$ cat src/design/strap_pkg.sv
// constants shared by the strap capture logic
package strap_pkg;
	// strap pin ordering on the pin vector
	localparam int STRAP_COUNT    = 6;
	localparam int IDX_SPI_MODE   = 0;
	localparam int IDX_INTEGRITY  = 1;
	localparam int IDX_BOOT_HOLD  = 2;
	localparam int IDX_PORT_SEL   = 3;
	localparam int IDX_PROBE_ONE  = 4;
	localparam int IDX_PROBE_TWO  = 5;
	// sampling delay after reset release
	localparam real SAMPLE_DELAY_NS = 1500.0;
	localparam real CLK_PERIOD_NS   = 4.0;
	localparam int  SAMPLE_CYCLES   = int'(SAMPLE_DELAY_NS / CLK_PERIOD_NS);
	localparam int  CNT_W           = 10;
	// decoded encodings
	localparam logic SPI_MODE_0_3   = 1'h0;
	localparam logic SPI_MODE_1_2   = 1'h1;
	localparam logic INTEG_CRC8     = 1'h0;
	localparam logic INTEG_CHKSUM8  = 1'h1;
	localparam logic BOOT_LOAD_MAIN = 1'h0;
	localparam logic BOOT_STAY      = 1'h1;
	localparam logic PORT_SPI_CMD   = 1'h0;
	localparam logic PORT_I2C_CMD   = 1'h1;
	localparam logic [5:0] STRAP_RESET = 6'h00;
	typedef enum logic [2:0]
	{
		ST_WAIT    = 3'h1,
		ST_SAMPLE  = 3'h2,
		ST_RELEASE = 3'h4
	} cap_state_t;
endpackage

$ cat src/design/strap_sync.sv
// two-stage synchroniser for a vector of pin inputs
module strap_sync #(
	parameter int WIDTH = 6
) (
	input  wire logic             i_core_clk,
	input  wire logic             i_rst_b,
	input  wire logic [WIDTH-1:0] i_async,
	output logic      [WIDTH-1:0] o_sync
);
	logic [WIDTH-1:0] stage_one;
	logic [WIDTH-1:0] stage_two;
	always_ff @(posedge i_core_clk or negedge i_rst_b)
	begin
		if (!i_rst_b)
		begin
			stage_one <= '0;
			stage_two <= '0;
		end
		else
		begin
			stage_one <= i_async;
			stage_two <= stage_one;
		end
	end
	assign o_sync = stage_two;
endmodule

$ cat src/design/reset_strap_sampler.sv
// strap capture after power-on reset, with decoded configuration outputs
// Overview of operation
// - spi mode strap 0 selects clock modes 0 or 3, 1 selects modes 1 or 2
// - captured spi mode applies to host spi as command or monitoring port
// - integrity strap 0 selects 8-bit crc, 1 selects 8-bit checksum
// - integrity strap only affects command port; monitor port uses flash setting
// - boot hold strap 0 loads main application, 1 stays in boot
// - strap pins are never driven while reset is held low
// - straps captured about 1.5 us after reset rises; board holds them steady
// - a strap pin may be driven as debug output only after capture
// - weak pulldown means open strap reads 0; 1 needs strong pullup
// - port select 0 makes spi command port, 1 makes i2c; other monitors
// - reset rising edge starts self configuration including strap capture
module reset_strap_sampler #(
	parameter int SAMPLE_CNT = strap_pkg::SAMPLE_CYCLES
) (
	input  wire logic                          i_core_clk,
	input  wire logic                          i_rst_b,
	input  wire logic [strap_pkg::STRAP_COUNT-1:0] i_strap_pin,
	input  wire logic [strap_pkg::STRAP_COUNT-1:0] i_debug_data,
	input  wire logic                          i_debug_en,
	input  wire logic                          i_flash_integrity,
	output logic      [strap_pkg::STRAP_COUNT-1:0] o_strap_pin,
	output logic      [strap_pkg::STRAP_COUNT-1:0] o_strap_pin_oe,
	output logic                               o_captured,
	output logic                               o_spi_mode_1_2,
	output logic                               o_cmd_integrity,
	output logic                               o_mon_integrity,
	output logic                               o_boot_stay,
	output logic                               o_cmd_port_i2c,
	output logic                               o_mon_port_i2c,
	output logic                               o_spi_is_cmd
);
	import strap_pkg::*;

	// true when one bit of a strap vector holds the given code
	function automatic logic strap_is(
		input logic [STRAP_COUNT-1:0] bits,
		input int                     idx,
		input logic                   code
	);
		strap_is = (bits[idx] == code);
	endfunction

	logic [STRAP_COUNT-1:0] pin_sync;
	cap_state_t             state;
	cap_state_t             next_state;
	logic [CNT_W-1:0]       count;
	logic [CNT_W-1:0]       next_count;
	logic [STRAP_COUNT-1:0] straps;
	logic [STRAP_COUNT-1:0] next_straps;
	logic                   captured;
	logic                   next_captured;
	logic [STRAP_COUNT-1:0] pin_out;
	logic [STRAP_COUNT-1:0] next_pin_out;
	logic [STRAP_COUNT-1:0] pin_oe;
	logic [STRAP_COUNT-1:0] next_pin_oe;
	logic                   mon_integ;
	logic                   next_mon_integ;
	logic                   spi_mode_1_2;
	logic                   next_spi_mode_1_2;
	logic                   cmd_integ;
	logic                   next_cmd_integ;
	logic                   boot_stay;
	logic                   next_boot_stay;
	logic                   cmd_port_i2c;
	logic                   next_cmd_port_i2c;
	logic                   mon_port_i2c;
	logic                   next_mon_port_i2c;
	logic                   spi_is_cmd;
	logic                   next_spi_is_cmd;

	// straps are pin inputs; weak pulldown reads 0 when open
	strap_sync #(
		.WIDTH (STRAP_COUNT)
	) u_sync (
		.i_core_clk (i_core_clk),
		.i_rst_b    (i_rst_b),
		.i_async    (i_strap_pin),
		.o_sync     (pin_sync)
	);

	// sequencer starts on reset release
	always_comb
	begin
		next_state    = state;
		next_count    = count;
		next_straps   = straps;
		next_captured = captured;
		case (state)
			ST_WAIT:
			begin
				if (count >= CNT_W'(SAMPLE_CNT - 1))
					next_state = ST_SAMPLE;
				else
					next_count = count + CNT_W'(1);
			end
			ST_SAMPLE:
			begin
				next_straps   = pin_sync;
				next_captured = 1'h1;
				next_state    = ST_RELEASE;
			end
			ST_RELEASE:
			begin
				next_state = ST_RELEASE; // values frozen until reset
			end
			default:
			begin
				next_state = ST_WAIT;
			end
		endcase
	end

	always_ff @(posedge i_core_clk or negedge i_rst_b)
	begin
		if (!i_rst_b)
		begin
			state    <= ST_WAIT;
			count    <= '0;
			straps   <= STRAP_RESET;
			captured <= 1'h0;
		end
		else
		begin
			state    <= next_state;
			count    <= next_count;
			straps   <= next_straps;
			captured <= next_captured;
		end
	end

	// decoded configuration loads at the same edge as the raw straps, then holds
	always_comb
	begin
		next_spi_mode_1_2 = spi_mode_1_2;
		next_cmd_integ    = cmd_integ;
		next_boot_stay    = boot_stay;
		next_cmd_port_i2c = cmd_port_i2c;
		next_mon_port_i2c = mon_port_i2c;
		next_spi_is_cmd   = spi_is_cmd;
		if (state == ST_SAMPLE)
		begin
			next_spi_mode_1_2 = strap_is(pin_sync, IDX_SPI_MODE, SPI_MODE_1_2);
			next_cmd_integ    = strap_is(pin_sync, IDX_INTEGRITY, INTEG_CHKSUM8);
			next_boot_stay    = strap_is(pin_sync, IDX_BOOT_HOLD, BOOT_STAY);
			next_cmd_port_i2c = strap_is(pin_sync, IDX_PORT_SEL, PORT_I2C_CMD);
			next_mon_port_i2c = strap_is(pin_sync, IDX_PORT_SEL, PORT_SPI_CMD);
			next_spi_is_cmd   = strap_is(pin_sync, IDX_PORT_SEL, PORT_SPI_CMD);
		end
	end

	always_ff @(posedge i_core_clk or negedge i_rst_b)
	begin
		if (!i_rst_b)
		begin
			spi_mode_1_2 <= 1'h0;
			cmd_integ    <= 1'h0;
			boot_stay    <= 1'h0;
			cmd_port_i2c <= 1'h0;
			mon_port_i2c <= 1'h0;
			spi_is_cmd   <= 1'h0;
		end
		else
		begin
			spi_mode_1_2 <= next_spi_mode_1_2;
			cmd_integ    <= next_cmd_integ;
			boot_stay    <= next_boot_stay;
			cmd_port_i2c <= next_cmd_port_i2c;
			mon_port_i2c <= next_mon_port_i2c;
			spi_is_cmd   <= next_spi_is_cmd;
		end
	end

	// pin drivers: tristate until capture, then optional debug drive
	always_comb
	begin
		next_pin_out = '0;
		next_pin_oe  = '0;
		if (captured && i_debug_en)
		begin
			next_pin_out = i_debug_data;
			next_pin_oe  = {STRAP_COUNT{1'h1}};
		end
	end

	always_ff @(posedge i_core_clk or negedge i_rst_b)
	begin
		if (!i_rst_b)
		begin
			pin_out <= '0;
			pin_oe  <= '0;
		end
		else
		begin
			pin_out <= next_pin_out;
			pin_oe  <= next_pin_oe;
		end
	end

	// monitor port integrity follows the flash setting, never the strap
	always_comb
	begin
		next_mon_integ = i_flash_integrity;
	end

	always_ff @(posedge i_core_clk or negedge i_rst_b)
	begin
		if (!i_rst_b)
		begin
			mon_integ <= INTEG_CRC8;
		end
		else
		begin
			mon_integ <= next_mon_integ;
		end
	end

	assign o_strap_pin     = pin_out;
	assign o_strap_pin_oe  = pin_oe;
	assign o_captured      = captured;
	assign o_spi_mode_1_2  = spi_mode_1_2;
	assign o_cmd_integrity = cmd_integ;
	assign o_mon_integrity = mon_integ;
	assign o_boot_stay     = boot_stay;
	assign o_cmd_port_i2c  = cmd_port_i2c;
	assign o_mon_port_i2c  = mon_port_i2c;
	assign o_spi_is_cmd    = spi_is_cmd;
endmodule

$ cat config.mk
export PLATFORM = sky130hd
export DESIGN_NAME = reset_strap_sampler
export DESIGN_NICKNAME = d
export VERILOG_FILES = /design/src/design/strap_pkg.sv /design/src/design/strap_sync.sv /design/src/design/reset_strap_sampler.sv
export SDC_FILE = /design/constraint.sdc
export NUM_CORES = 1
export LEC_CHECK = 0
export BUFFER_PORTS_ARGS = -buffer_cell sky130_fd_sc_hd__buf_2
export CAP_MARGIN = 5
export CORE_MARGIN = 10
export CORE_UTILIZATION = 46
export CTS_BUF_LIST = sky130_fd_sc_hd__clkbuf_16
export CTS_CLUSTER_SIZE = 28
export DETAILED_ROUTE_END_ITERATION = 16
export PLACE_DENSITY = 0.8
export SYNTH_ARGS = -nofsm -noshare
export SYNTH_HDL_FRONTEND = slang
export SYNTH_SLANG_ARGS = --single-unit
$ cat constraint.sdc
create_clock -name i_core_clk -period 1.4 [get_ports i_core_clk]
set_input_delay 0.21 -clock i_core_clk [delete_from_list [all_inputs] [get_ports i_core_clk]]
set_output_delay 0.21 -clock i_core_clk [all_outputs]
set_load 0.05 [all_outputs]
Yosys cells after proc, flatten, opt, wreduce, memory -nomap -nowiden
Index checks and enable logic that the tools add are counted.
Widths: inputs -> output; s select.
{ "op_classes": {"reduce_logical": 3, "magnitude_cmp": 1, "n_eq_ne": 4, "addsub": 1, "bitwise_logic": 2, "mux": 4} }
{ "ops": {"columns": ["op", "count"], "rows": [
  ["$mux 6", 2],
  ["$add 10x1->10 const B", 1],
  ["$ge 10x9->1 const B", 1],
  ["$pmux 3 s2", 1],
  ["$eq 3x1->1 const B", 1],
  ["$eq 3x2->1 const B", 1],
  ["$eq 3x3->1 const B", 1],
  ["$mux 3", 1],
  ["$ne 2x2->1 const B", 1],
  ["$not 1->1", 2],
  ["$reduce_and 2->1", 1],
  ["$reduce_or 2->1", 1],
  ["$logic_and 1x1->1", 1]
]} }
{ "word_totals": {"reg_bits": 40, "input_bits": 16, "word_cells": 28} }

Depth between registers and ports, before layout
{ "depth": {"depth_word": 3, "mapped_depth": 6, "depth_no_buf": 6} }

Modules after synthesis
A second synthesis with hierarchy kept.
{ "unflattened": {"cells_unflattened": 103, "hier_area_um2": 1428.9} }
{ "modules_own_cells": {"columns": ["mod", "area_per_inst_um2", "instances", "cells_each"], "rows": [
  ["reset_strap_sampler", 1128.6, 1, 91],
  ["strap_sync", 300.3, 1, 12]
]} }

Worst setup path before layout
No wires, ideal clock.
{ "synth_timing": {"kind": "register to register", "start": "register count[0]", "end": "register count[0]", "n_path_buf": 0, "setup_time_ns": 0.125, "t_required_ns": 1.275, "t_arrival_ns": 1.375, "period_less_slack_ns": 1.499, "path_stages_with_launch": 7, "setup_slack_ns": -0.099, "cell_sequence": "dfrtp_1 > inv_1 > ha_1 > o21a_1 > o2111a_1 > or2_1 > xnor2_1"} }
{ "synth_via": {"elab_chain_cells": 3} }
{ "synth_lines": {"columns": ["element", "line", "text"], "rows": [
  ["from (decl)", "reset_strap_sampler.sv:48", "logic [CNT_W-1:0] count;"],
  ["from (signal assigned)", "reset_strap_sampler.sv:127", "count <= next_count;"],
  ["$ge 10x9->1", "reset_strap_sampler.sv:93", "if (count >= CNT_W'(SAMPLE_CNT - 1))"],
  ["$not 1->1 (no line)", null, null],
  ["$reduce_and 2->1 (no line)", null, null]
]} }
Several ways; a longest one is shown, not always the timed one.
A chain may end at the register's enable or synchronous reset.

Worst setup path after layout
Ends and elaborated chain as after synthesis.

==> metrics.txt <==
# TYPE chip_impl_metric gauge
chip_impl_info{name="status",value="complete, but fails checks"} 1
chip_impl_info{name="violated_checks",value="negative setup slack"} 1
chip_impl_metric{name="post-route-period-util",unit=""} 1.05
chip_impl_metric{name="worst_ir_drop_vdd",unit="V"} 0.000757
chip_impl_metric{name="synth_top_area_share",unit=""} 0.624
chip_impl_metric{name="gpl_wtd_cong",unit=""} 0.806
chip_impl_metric{name="ys_seq_elements",unit=""} 35
chip_impl_metric{name="synth_compound_area_frac",unit=""} 0.0550
chip_impl_metric{name="numPortBuffers",unit=""} 33
chip_impl_metric{name="reg_clk_slew_reported_paths",unit="ns"} 0.05
chip_impl_metric{name="core",unit="mm^2"} 0.00281
chip_impl_metric{name="critPathRequiredTime",unit="ns"} 1.56
chip_impl_info{name="synth_top_cell_by_area",value="sky130_fd_sc_hd__dfrtp_1"} 1
chip_impl_metric{name="synth_edf_count",unit=""} 0
chip_impl_metric{name="dp.final_hpwl",unit="mm"} 1.80
chip_impl_info{name="yosys_most_used_dff",value="sky130_fd_sc_hd__dfrtp_1"} 1
chip_impl_metric{name="layout-drive-gt1-share",unit=""} 0.517
chip_impl_metric{name="power_frac_comb",unit=""} 0.023
chip_impl_metric{name="switching_share",unit=""} 0.181
chip_impl_metric{name="reg2reg_setup_slack",unit="ns"} -0.07
chip_impl_metric{name="chipWidth",unit="um"} 74.5
chip_impl_metric{name="fp.dieH",unit="um"} 74.5
chip_impl_metric{name="insertedDiodeCount",unit=""} 0
chip_impl_metric{name="nNetsFinal",unit=""} 162
chip_impl_metric{name="detail_route.drc_violations",unit=""} 0
chip_impl_metric{name="synth_cells",unit=""} 96
chip_impl_metric{name="power.clock.fraction",unit=""} 0.530
chip_impl_metric{name="final_skew",unit="ns"} 0.00163
chip_impl_metric{name="power.static_leakage",unit="nW"} 1.00
chip_impl_metric{name="multi_input_comb_area",unit="um^2"} 483
chip_impl_metric{name="synth-warning-count",unit=""} 0
chip_impl_metric{name="internal_power",unit="mW"} 1.88
chip_impl_metric{name="arrival",unit="ns"} 1.63
chip_impl_metric{name="via_total_after_detailed_routing",unit=""} 860
chip_impl_metric{name="synthAdderAreaFrac",unit=""} 0.0183
chip_impl_metric{name="rows",unit=""} 19
chip_impl_info{name="tritoncts",value="done"} 1
chip_impl_metric{name="starting_utilization_of_the_core_area",unit=""} 0.486
chip_impl_info{name="cts_root_buf",value="sky130_fd_sc_hd__clkbuf_16"} 1
chip_impl_info{name="crit_path_end_kind",value="flip-flop"} 1
chip_impl_metric{name="netSwitchingPower",unit="mW"} 0.417
chip_impl_metric{name="pre_cts_slack",unit="ns"} -0.0827
chip_impl_info{name="dominant_combinational_cell_family_by_area_after_synthesis",value="simple AND/OR/NAND/NOR gates"} 1
chip_impl_metric{name="crit_fanout",unit=""} 3
chip_impl_metric{name="route.antenna.remaining_nets",unit=""} 0
chip_impl_metric{name="cts-buffers-inserted",unit=""} 5
chip_impl_metric{name="final_period_minus_worst_setup_slack",unit="ns"} 1.47
chip_impl_metric{name="grt_first_pass_wirelength",unit="mm"} 4.10
chip_impl_metric{name="syn2layout_area_growth",unit="%"} 37.2
chip_impl_metric{name="drv_cap",unit=""} 0
chip_impl_metric{name="drt_pre_antenna_iters",unit=""} 4
chip_impl_metric{name="clk_latency",unit="ns"} 0.27
chip_impl_metric{name="post_synth_instance_area",unit="mm^2"} 0.00136
chip_impl_metric{name="syn-mean-instance-area",unit="um^2"} 14.2
chip_impl_metric{name="slew_headroom",unit=""} 0.802
chip_impl_info{name="layout_common_cells",value="sky130_fd_sc_hd__dfrtp_1, sky130_fd_sc_hd__buf_2, sky130_fd_sc_hd__buf_4"} 1
chip_impl_info{name="criticalPathCategory",value="flip-flop to flip-flop"} 1
chip_impl_metric{name="number_of_antenna_violations_at_the_first_check_in_global_routing",unit=""} 0
chip_impl_metric{name="post_route_worst_setup_slack",unit="ns"} -0.0656
chip_impl_metric{name="seqPwrFrac",unit=""} 0.447
chip_impl_metric{name="p_per_area",unit="mW/mm^2"} 1230
chip_impl_metric{name="grt_start_max_net_pins",unit=""} 26
chip_impl_metric{name="globalRoute.totalOverflow",unit=""} 0
chip_impl_metric{name="clock_sink_count",unit=""} 35
chip_impl_metric{name="fp.dieArea",unit="mm^2"} 0.00554
chip_impl_metric{name="htree_levels",unit=""} 2
chip_impl_info{name="synth.area.top_cells",value="sky130_fd_sc_hd__dfrtp_1, sky130_fd_sc_hd__buf_4, sky130_fd_sc_hd__mux2_2"} 1
chip_impl_metric{name="drtIter0Drc",unit=""} 41
chip_impl_info{name="most_common_cell_after_layout_fill_and_taps_aside",value="sky130_fd_sc_hd__dfrtp_1"} 1
chip_impl_metric{name="post_synth_mux_area_share",unit=""} 0.0404
chip_impl_metric{name="synth-async-reset-ratio",unit=""} 1.00
chip_impl_metric{name="synthSimpleGateAreaFrac",unit=""} 0.148
chip_impl_metric{name="drt_wl_total",unit="mm"} 2.50
chip_impl_metric{name="wire_per_inst",unit="um"} 14.2
chip_impl_metric{name="ctsLongestPathBuffers",unit=""} 2
chip_impl_metric{name="timing_max_transition_violations_final",unit=""} 0
chip_impl_metric{name="seq_area_frac_synth",unit=""} 0.643
chip_impl_metric{name="number_of_top_level_pins",unit=""} 36
chip_impl_metric{name="synth_fp_nets",unit=""} 114
chip_impl_metric{name="ys_types",unit=""} 33
chip_impl_metric{name="tightest_slew",unit="ns"} 0.297
chip_impl_metric{name="synth_area_in_xor_xnor",unit=""} 0.0514
chip_impl_metric{name="hold_slack",unit="ns"} 0.0408
chip_impl_metric{name="post_drt_via_cell_ratio",unit=""} 4.89
chip_impl_metric{name="layout.filler_cells",unit=""} 211
chip_impl_metric{name="finalSetupViolations",unit=""} 3
chip_impl_metric{name="clock.fmax",unit="GHz"} 0.682
chip_impl_metric{name="all_layer_global_routing_usage",unit=""} 0.0967
chip_impl_metric{name="grt_pass1_vias",unit=""} 891
chip_impl_info{name="critPathLaunchType",value="flip-flop"} 1
chip_impl_info{name="unrepaired_setup_endpoints_after_global_routing",value="true"} 1
chip_impl_metric{name="finalHoldViolCount",unit=""} 0
chip_impl_info{name="kind_of_path_behind_the_tightest_hold_check",value="input port to flip-flop"} 1
chip_impl_metric{name="area.sequential",unit="um^2"} 877
==> metal layers <==
metal  global-route usage  part of all wire  vias up  routed length [um]
li1                     -                 -      419                   -
met1                0.105              0.40      405                1000
met2                0.151              0.46       34                1140
met3               0.0598              0.13        2                 322
met4               0.0378             0.013        0                  32
met5                    0                 0        -                   0
==> what timing repair did <==
| item | 4_1_cts | 5_1_grt |
|---|---|---|
| setup endpoints to repair | 9 | 9 |
| cloned | 0 | 0 |
| resized for setup | 5 | 4 |
| hold buffers | 1 | 0 |
| hold endpoints to repair | 10 | 0 |
| setup buffers | 0 | 5 |
| pin swaps | 3 | 5 |
==> power groups by stage <==
stage	clock, mW	combinational, mW	sequential [mW]
6_report	1.22	0.0527	1.03
2_1_floorplan	0	0.000288	1.05
5_1_grt	1.29	0.0601	1.03
3_5_place_dp	0	0.0526	1.05
4_1_cts	1.25	0.0550	1.03
3_3_place_gp	0	0.0511	1.05
==> logic make-up after synthesis <==
family	Yosys count
compound gates	9
xor+xnor	8
fa+ha+maj	2
buf+inv	10
flops	35
mux	5
simple gates	27
==> metrics by stage <==
| step | std cells | instance area [um^2] | power, mW | TNS (ns) | utilization |
|---|---|---|---|---|---|
| 5_1_grt | 176 | 1870 | 2.38 | -0.658 | 0.667 |
| 4_1_cts | 171 | 1810 | 2.34 | -0.162 | 0.645 |
| 2_1_floorplan | 96 | 1370 | 1.05 | -0.146 | - |
| 3_5_place_dp | 162 | 1610 | 1.10 | -0.412 | 0.573 |
| 6_report | 176 | 1870 | 2.30 | -0.129 | 0.667 |
| 3_3_place_gp | 162 | 1610 | 1.10 | -0.124 | 0.573 |
==> registers in the layout, summed over array words and instances (netlist names), 3 cells and up <==
name / flops
count: 10
o_strap_pin: 6
state: 3
u_sync.o_sync: 4
u_sync.stage_one: 4
==> synthesized netlist by cell type (2+ instances only) <==
library cell and n:
sky130_fd_sc_hd__dfrtp_1 34, sky130_fd_sc_hd__and3_1 6, sky130_fd_sc_hd__buf_4 6, sky130_fd_sc_hd__xor2_1 5
sky130_fd_sc_hd__mux2_2 4, sky130_fd_sc_hd__nand2_1 4, sky130_fd_sc_hd__inv_1 3, sky130_fd_sc_hd__nor2_1 3
sky130_fd_sc_hd__xnor2_1 3, sky130_fd_sc_hd__ha_1 2, sky130_fd_sc_hd__nor3_1 2, sky130_fd_sc_hd__nor3b_2 2
sky130_fd_sc_hd__nor4_4 2
==> final timing paths <==
check,cells past startpoint,to,start
setup / recovery,6,count[0],count[0]
hold reg to reg,0,u_sync.o_sync[0],u_sync.stage_one[0]
min in group asynchronous,2,u_sync.stage_one[1],i_rst_b
hold / removal,1,u_sync.stage_one[0],i_strap_pin[0]
max in group asynchronous,3,state[0],i_rst_b
setup reg to reg,6,count[0],count[0]
==> critical path: stages, from the launching register on <==
cell	delay [ns]
sky130_fd_sc_hd__dfrtp_1	0.34
sky130_fd_sc_hd__inv_1	0.05
sky130_fd_sc_hd__ha_2	0.17
sky130_fd_sc_hd__o21a_1	0.17
sky130_fd_sc_hd__o2111a_1	0.26
sky130_fd_sc_hd__or2_1	0.24
sky130_fd_sc_hd__xnor2_1	0.12
==> layout make-up <==
| cell class | instances | area share |
|---|---|---|
| clock buffer | 5 | 0.0668 |
| inverter | 3 | 0.00602 |
| timing repair buffer | 48 | 0.156 |
| multi-input combinational | 51 | 0.258 |
| sequential | 35 | 0.469 |
| clock inverter | 3 | 0.0234 |
| tap | 31 | 0.0207 |
(Power assumes the default switching activity.)
